$ cat src/scr_pkg.sv
package scr_pkg;

    localparam int NUM_SLOTS   = 5;
    localparam int NUM_RELAYS  = 25;
    localparam int NUM_MEAS    = 20;
    localparam int PAIR_OFFSET = 10;
    localparam int POLE_RELAY  = 23;
    localparam int SENSE_RELAY = 24;
    localparam int INPUT_RELAY = 25;
    localparam int SLOT_MIN    = 1;
    localparam int CODE_W      = 12;
    localparam int CH_W        = 5;
    localparam int SLOT_W      = 3;

    localparam int CLK_HZ      = 25_000_000;
    localparam int ID_SHOW_MS  = 500;
    localparam int ID_SHOW_CYC = ID_SHOW_MS * (CLK_HZ / 1000);

    localparam logic [4:0]  SIM_RST  = 5'h00;
    localparam logic [11:0] CODE_RST = 12'h000;

    typedef enum logic [1:0]
    {
        SCR_OP_CLOSE,
        SCR_OP_OPEN_ALL,
        SCR_OP_DESELECT,
        SCR_OP_ASSIGN
    } scr_op_t;

endpackage

$ cat src/scr_code_dec.sv
`timescale 1ns/1ps

module scr_code_dec
(
    input  wire logic [11:0] code_i,
    output logic      [2:0]  slot_idx_o,
    output logic             slot_ok_o,
    output logic      [4:0]  ch_o,
    output logic             ch_ok_o
);

    logic [3:0] slot_dig;
    logic [3:0] tens_dig;
    logic [3:0] unit_dig;
    logic [7:0] ch_wide;

    assign slot_dig   = code_i[11:8];
    assign tens_dig   = code_i[7:4];
    assign unit_dig   = code_i[3:0];
    assign slot_ok_o  = (slot_dig >= 4'(scr_pkg::SLOT_MIN))
                     && (slot_dig <= 4'(scr_pkg::NUM_SLOTS));
    assign slot_idx_o = 3'(slot_dig - 4'(scr_pkg::SLOT_MIN));
    assign ch_wide    = ({4'h0, tens_dig} * 8'h0a) + {4'h0, unit_dig};
    assign ch_o       = ch_wide[4:0];
    // non-decimal digits never name a channel
    assign ch_ok_o    = (tens_dig <= 4'h9) && (unit_dig <= 4'h9)
                     && (ch_wide >= 8'h01) && (ch_wide <= 8'(scr_pkg::NUM_MEAS));

endmodule

$ cat src/scr_id_seq.sv
`timescale 1ns/1ps

module scr_id_seq
#(
    parameter int SHOW_CYC = scr_pkg::ID_SHOW_CYC
)
(
    input  wire logic       mclk_i,
    input  wire logic       nrst_i,
    input  wire logic [4:0] present_i,
    output logic            busy_o,
    output logic            show_o,
    output logic      [2:0] slot_o
);

    localparam int CW = $clog2(SHOW_CYC + 1);

    typedef enum logic [1:0] {ID_WALK, ID_SHOW, ID_DONE} scr_id_state_t;

    scr_id_state_t state_reg;
    logic [2:0]    ptr_reg;
    logic [CW-1:0] cnt_reg;

    // walks the slots once after reset, lingering on each installed module
    always_ff @(posedge mclk_i or negedge nrst_i)
    begin
        if (!nrst_i)
        begin
            state_reg <= ID_WALK;
            ptr_reg   <= 3'h0;
            cnt_reg   <= '0;
        end
        else
        begin
            case (state_reg)
                ID_WALK:
                begin
                    cnt_reg <= '0;
                    if (ptr_reg == 3'(scr_pkg::NUM_SLOTS))
                        state_reg <= ID_DONE;
                    else if (present_i[ptr_reg])
                        state_reg <= ID_SHOW;
                    else
                        ptr_reg <= ptr_reg + 3'h1;
                end
                ID_SHOW:
                begin
                    if (cnt_reg == CW'(SHOW_CYC - 1))
                    begin
                        ptr_reg   <= ptr_reg + 3'h1;
                        state_reg <= ID_WALK;
                    end
                    else
                        cnt_reg <= cnt_reg + CW'(1);
                end
                ID_DONE:
                    state_reg <= ID_DONE;
                default:
                    state_reg <= ID_DONE;
            endcase
        end
    end

    assign busy_o = (state_reg != ID_DONE);
    assign show_o = (state_reg == ID_SHOW);
    assign slot_o = ptr_reg;

endmodule

$ cat src/scr_relay_ctrl.sv
`timescale 1ns/1ps

// Summary of operation
// - only one system channel closed at once
// - nothing selected means no system channel
// - system channel closes input isolation relay
// - input isolation is relay twenty-five
// - four-wire also closes pair and sense isolation
// - sense isolation is relay twenty-four
// - four-wire also closes pole relay twenty-three
// - channels 1-10 pair with 11-20
// - new close opens previous system channel
// - non-measurement channel requests refused, relays kept
// - code is slot digit plus two digits
// - five slots chosen by slot digit
// - simulated module only into empty slot
// - simulated module assigned only over remote
// - assignment lights lamp, cleared at power-up
// - power-up shows each installed module briefly
// - four-wire refuses paired-bank channel close
// - open-all opens every relay, no system channel
module scr_relay_ctrl
#(
    parameter int NUM_SLOTS   = scr_pkg::NUM_SLOTS,
    parameter int NUM_RELAYS  = scr_pkg::NUM_RELAYS,
    parameter int ID_SHOW_CYC = scr_pkg::ID_SHOW_CYC
)
(
    input  wire logic                           mclk_i,
    input  wire logic                           nrst_i,
    input  wire logic                           req_valid_i,
    input  wire logic                           req_remote_i,
    input  wire scr_pkg::scr_op_t               req_op_i,
    input  wire logic [11:0]                    req_code_i,
    input  wire logic                           req_sim_meas_i,
    input  wire logic                           four_wire_i,
    input  wire logic [NUM_SLOTS-1:0]           module_present_i,
    input  wire logic [NUM_SLOTS-1:0]           module_meas_i,
    output logic                                req_ready_o,
    output logic                                req_done_o,
    output logic                                req_ok_o,
    output logic [NUM_SLOTS*NUM_RELAYS-1:0]     relay_o,
    output logic                                sys_valid_o,
    output logic [11:0]                         sys_code_o,
    output logic [NUM_SLOTS-1:0]                sim_lamp_o,
    output logic                                id_show_o,
    output logic [2:0]                          id_slot_o
);

    localparam int RW = NUM_SLOTS * NUM_RELAYS;

    logic                 id_busy;
    logic [2:0]           slot_idx;
    logic                 slot_ok;
    logic [4:0]           ch;
    logic                 ch_ok;
    logic                 take;
    logic                 is_close;
    logic                 is_clear;
    logic                 is_assign;
    logic [NUM_SLOTS-1:0] occupied;
    logic [NUM_SLOTS-1:0] meas_ok;
    logic                 close_ok;
    logic                 assign_ok;
    logic                 req_ok;
    logic [RW-1:0]        close_vec;
    logic [RW-1:0]        relay_reg;
    logic [RW-1:0]        relay_next;
    logic [NUM_SLOTS-1:0] slot_any;
    logic [NUM_SLOTS-1:0] spare_any;
    logic [NUM_SLOTS-1:0] sim_reg;
    logic [NUM_SLOTS-1:0] sim_meas_reg;
    logic                 sys_valid_reg;
    logic [2:0]           sys_slot_reg;
    logic [4:0]           sys_ch_reg;
    logic                 sys_4w_reg;
    logic [11:0]          sys_code_reg;
    logic                 done_reg;
    logic                 ok_reg;

    scr_code_dec scr_code_dec_inst
    (
        .code_i     (req_code_i),
        .slot_idx_o (slot_idx),
        .slot_ok_o  (slot_ok),
        .ch_o       (ch),
        .ch_ok_o    (ch_ok)
    );

    scr_id_seq #(.SHOW_CYC(ID_SHOW_CYC)) scr_id_seq_inst
    (
        .mclk_i    (mclk_i),
        .nrst_i    (nrst_i),
        .present_i (module_present_i),
        .busy_o    (id_busy),
        .show_o    (id_show_o),
        .slot_o    (id_slot_o)
    );

    // requests wait until the power-up identity display has finished
    assign req_ready_o = !id_busy;
    assign take        = req_valid_i && req_ready_o;
    assign is_close    = take && (req_op_i == scr_pkg::SCR_OP_CLOSE);
    assign is_clear    = take && ((req_op_i == scr_pkg::SCR_OP_OPEN_ALL)
                               || (req_op_i == scr_pkg::SCR_OP_DESELECT));
    assign is_assign   = take && (req_op_i == scr_pkg::SCR_OP_ASSIGN);

    // a real module always takes precedence over a simulated one
    assign occupied = module_present_i | sim_reg;
    assign meas_ok  = (module_present_i & module_meas_i)
                    | (~module_present_i & sim_reg & sim_meas_reg);

    // slot must exist and hold a measurement module; channel must be routable
    assign close_ok = is_close && slot_ok && occupied[slot_idx]
                   && meas_ok[slot_idx] && ch_ok
                   && (!four_wire_i || (ch <= 5'(scr_pkg::PAIR_OFFSET)));

    assign assign_ok = is_assign && req_remote_i
                    && slot_ok && !module_present_i[slot_idx];

    assign req_ok = close_ok || is_clear || assign_ok;

    function automatic logic [NUM_RELAYS-1:0] scr_pattern
    (
        input logic [4:0] ch_in,
        input logic       fw_in
    );
        logic [NUM_RELAYS-1:0] p;
        p = '0;
        p[5'(ch_in - 5'h01)] = 1'b1;
        p[scr_pkg::INPUT_RELAY-1] = 1'b1;
        if (fw_in)
        begin
            p[5'(ch_in + 5'(scr_pkg::PAIR_OFFSET) - 5'h01)] = 1'b1;
            p[scr_pkg::SENSE_RELAY-1] = 1'b1;
            p[scr_pkg::POLE_RELAY-1]  = 1'b1;
        end
        return p;
    endfunction

    // only the addressed slot carries relays, all others open
    genvar gs;
    generate
        for (gs = 0; gs < NUM_SLOTS; gs++)
        begin : g_slot
            assign close_vec[gs*NUM_RELAYS +: NUM_RELAYS] =
                (slot_idx == 3'(gs)) ? scr_pattern(ch, four_wire_i) : '0;
            assign slot_any[gs] = |relay_reg[gs*NUM_RELAYS +: NUM_RELAYS];
            // amps relays have no system-channel use here
            assign spare_any[gs] = relay_reg[gs*NUM_RELAYS + scr_pkg::NUM_MEAS]
                                 | relay_reg[gs*NUM_RELAYS + scr_pkg::NUM_MEAS + 1];
        end
    endgenerate

    always_comb
    begin
        relay_next = relay_reg;
        if (close_ok)
            relay_next = close_vec;
        else if (is_clear)
            relay_next = '0;
    end

    always_ff @(posedge mclk_i or negedge nrst_i)
    begin
        if (!nrst_i)
            relay_reg <= '0;
        else
            relay_reg <= relay_next;
    end

    always_ff @(posedge mclk_i or negedge nrst_i)
    begin
        if (!nrst_i)
        begin
            sys_valid_reg <= 1'b0;
            sys_slot_reg  <= 3'h0;
            sys_ch_reg    <= 5'h00;
            sys_4w_reg    <= 1'b0;
            sys_code_reg  <= scr_pkg::CODE_RST;
        end
        else if (close_ok)
        begin
            sys_valid_reg <= 1'b1;
            sys_slot_reg  <= slot_idx;
            sys_ch_reg    <= ch;
            sys_4w_reg    <= four_wire_i;
            sys_code_reg  <= req_code_i;
        end
        else if (is_clear)
        begin
            sys_valid_reg <= 1'b0;
            sys_code_reg  <= scr_pkg::CODE_RST;
        end
    end

    // simulated modules live only in flip-flops, so reset forgets them
    always_ff @(posedge mclk_i or negedge nrst_i)
    begin
        if (!nrst_i)
        begin
            sim_reg      <= scr_pkg::SIM_RST;
            sim_meas_reg <= scr_pkg::SIM_RST;
        end
        else if (assign_ok)
        begin
            sim_reg[slot_idx]      <= 1'b1;
            sim_meas_reg[slot_idx] <= req_sim_meas_i;
        end
    end

    always_ff @(posedge mclk_i or negedge nrst_i)
    begin
        if (!nrst_i)
        begin
            done_reg <= 1'b0;
            ok_reg   <= 1'b0;
        end
        else
        begin
            done_reg <= take;
            ok_reg   <= take && req_ok;
        end
    end

    assign relay_o     = relay_reg;
    assign sys_valid_o = sys_valid_reg;
    assign sys_code_o  = sys_code_reg;
    assign sim_lamp_o  = sim_reg;
    assign req_done_o  = done_reg;
    assign req_ok_o    = ok_reg;
endmodule

$ cat config.mk
export PLATFORM = sky130hd
export DESIGN_NAME = scr_relay_ctrl
export DESIGN_NICKNAME = d
export VERILOG_FILES = /design/src/scr_pkg.sv /design/src/scr_code_dec.sv /design/src/scr_id_seq.sv /design/src/scr_relay_ctrl.sv
export SDC_FILE = /design/constraint.sdc
export NUM_CORES = 1
export LEC_CHECK = 0
export BUFFER_PORTS_ARGS = -buffer_cell sky130_fd_sc_hd__clkbuf_2
export CORE_AREA = 2 2 145 147
export CTS_BUF_LIST = sky130_fd_sc_hd__clkbuf_2
export CTS_CLUSTER_DIAMETER = 150
export DETAILED_ROUTE_END_ITERATION = 8
export DIE_AREA = 0 0 147 149
export PLACE_DENSITY = 0.66
export SYNTH_ARGS = -nofsm -noshare
export SYNTH_HDL_FRONTEND = slang
export SYNTH_SLANG_ARGS = --single-unit
export TNS_END_PERCENT = 20
$ cat constraint.sdc
create_clock -name mclk_i -period 5 [get_ports mclk_i]
set_input_delay 0.25 -clock mclk_i [delete_from_list [all_inputs] [get_ports mclk_i]]
set_output_delay 0.25 -clock mclk_i [all_outputs]
set_load 0.005 [all_outputs]
==> metrics.cfg <==
[drt]
first_iter_violations = 524
viasPerCell = 5.30
drtPass1Iterations = 5
vias = 7246
wl_per_cell_um = 17.9
final_antenna_net_count = 0
drc = 0
wl_um = 24400

[die]
die_w_um = 147
ioPinCount = 180
dieArea_sq_mm = 0.0219
dieHeight_um = 149
core_area_sq_mm = 0.0206
initial_core_util_pct = 43.5
num_rows = 53

[timing]
rsz0062_at_grt = false
fin_worst_skew_ns = 0.0354
fmax_mhz = 269
slew_violations = 0
fin_crit_sh_pct = 74.3
relSlewSlack_pct = 23.9
tns_ns = 0
setup_viol = 0
fin_crit_ns = 3.71
worst_pin_slew_ns = 1.14
hold_viol_final = 0

[min_path]
worstHoldStart = module_present_i[3]
hold_path_class = in -> reg

[synth]
synth.distinct_cells = 55
synth.largest_area_cell = dfrtp_1
synth_cells = 905
synth-seq-cells = 179
syn-num-nets = 954
synth_area_leaders = dfrtp_1, mux2i_1, nand2_1
syn_avg_cell_area_sq_um = 9.89
async_flop_share_pct = 100
synth_edf_count = 0
ys_seq_area_share_pct = 50.0
synth_area_sq_mm = 0.00895
synth-main-ff-cell = dfrtp_1
synth_top_area_share_pct = 50.0
synth-warning-count = 0

[place]
placedInstanceArea_sq_mm = 0.0100
gp_congestion = 0.828
dpl.hpwl_um = 16500
place.port_buffers = 179
dpl.cell_count = 1314

[pwr]
pwr-share-seq_pct = 58.1
power_uw = 2620
swShare_pct = 31.3
p_per_area_mw_per_mm2 = 251
p_int_uw = 1800
p_comb_share_pct = 15.0
irDropWorstVdd_mv = 0.132
clockPowerShare_pct = 26.9
switchingPower_uw = 818
p_leak_uw = 0.00487

[critical_path]
criticalPathCategory = in -> reg
cp-start-kind = input pin
crit_start = req_code_i[6]
critPathArrivalTime_ns = 4.40
r2r_end = relay_o[112]
ff2ff_path_depth = 7
critPathMaxFanout = 40
cp.required_ns = 5.68
critPathCapture = relay_o[112]
r2r-start = scr_id_seq_inst.state_reg[0]
end_kind = flop
rrSetupSlack_ns = 2.03

[global_routing]
antenna_found_initial = 1
grtUsageTotal_pct = 22.8
overflow = 0
grt_max_degree = 86
grt_pass1_vias = 7252
grt_pass1_wl_um = 39200

[cts]
cts_setup_buffers = 0
cts_tree = done
worstSkewPairLatency_ns = 0.75
clock_sink_count = 179
clkTransAtPathRegs_ns = 0.25
cts_inserted_buffers = 17
cts_hold_buf = 18
clock_tree.root_cell = clkbuf_2
cts_buffer_depth = 2
htreeDepth = 4
cts_resized = 0

[run]
maxCapViolCount = 0

[cells_and_area]
most-common-layout-cells = nand2_1, clkbuf_2, dfrtp_1
nets = 1126
final_common_cell = nand2_1
final_area_sq_mm = 0.0104
post-route-util_pct = 50.8
drive_above_1_share_pct = 22.1
largest_reg_flops = 125
syn2layout_area_growth_pct = 16.6
instances_no_fill = 1366

[run_status]
outcome = finished, final reports clean

-- how the worst min path moves through the flow --
stage / end / cells past startpoint
floorplan: relay_o[0] / 0
global placement: relay_o[4] / 1
detailed placement: relay_o[4] / 1
CTS: relay_o[123] / 4
global route: relay_o[4] / 2
finish: req_ok_o / 4
-- logic make-up (layout without fill, tap and decap cells) --
family	Yosys count	in the layout	synth area share, %
xor+xnor	18	18	1.76
fa+ha+maj	20	20	2.95
compound gates	62	62	4.50
buf+inv	77	262	3.87
flops	179	179	50.0
other cells	0	1	0
mux	140	140	16.0
simple gates	409	409	20.8
-- power groups by stage --
stage                     registers [uW]  logic [uW]  clock network (uW)
after detailed placement            1540         385                   0
after CTS                           1520         395                 729
after global placement              1540         378                   0
after global routing                1530         442                 794
after floorplan                     1540         229                   0
final                               1520         393                 703
-- through the flow --
stage | hold WS (ns) | worst slack (ns)
detailed placement | 0.366 | 1.10
global route | 0.0538 | 1.09
global placement | 0.359 | 1.19
floorplan | -0.0456 | 2.30
finish | 0.0658 | 1.29
CTS | 0.00906 | 1.36
-- final cells by class --
type	count	area, sq um
Fill cell	1967	10100
Sequential cell	179	4480
Timing Repair Buffer	207	1170
Tap cell	275	344
Multi-Input combinational cell	649	4140
Inverter	23	86.3
Clock inverter	12	106
Clock buffer	20	100
Antenna cell	1	2.50
-- per-layer routing --
layer / share of wire (%) / GRT usage, % / vias to the layer above
met3: 7.1 / 5.75 / 29
met2: 46 / 36.6 / 244
met5: 0 / 0 / -
met1: 45 / 31.0 / 3554
li1: - / - / 3419
met4: 2.2 / 6.15 / 0
-- worst max-delay path, cell delays in order --
cell           delay (ns)
dlygate4sd3_1        0.53
clkbuf_2             0.15
ha_1                 0.29
ha_1                 0.37
xor2_1               0.77
o211ai_1             0.22
maj3_2               0.36
o21a_1               0.19
nor3_2               0.32
buf_4                0.62
mux2i_1              0.27
-- synth_stat cells, types with 8 or more instances --
cell type	count
mux2i_1	130
buf_4	9
a21oi_1	15
mux2_2	8
nand4_1	12
nor2_1	34
nand2_1	231
xnor2_1	10
nor3_1	12
o21ai_0	18
and3_1	10
nand2b_1	9
xor2_1	8
dfrtp_1	179
ha_1	17
nor2b_1	9
clkbuf_1	39
inv_1	22
nand3_1	46
and2_1	15
(Power assumes the default switching activity.)
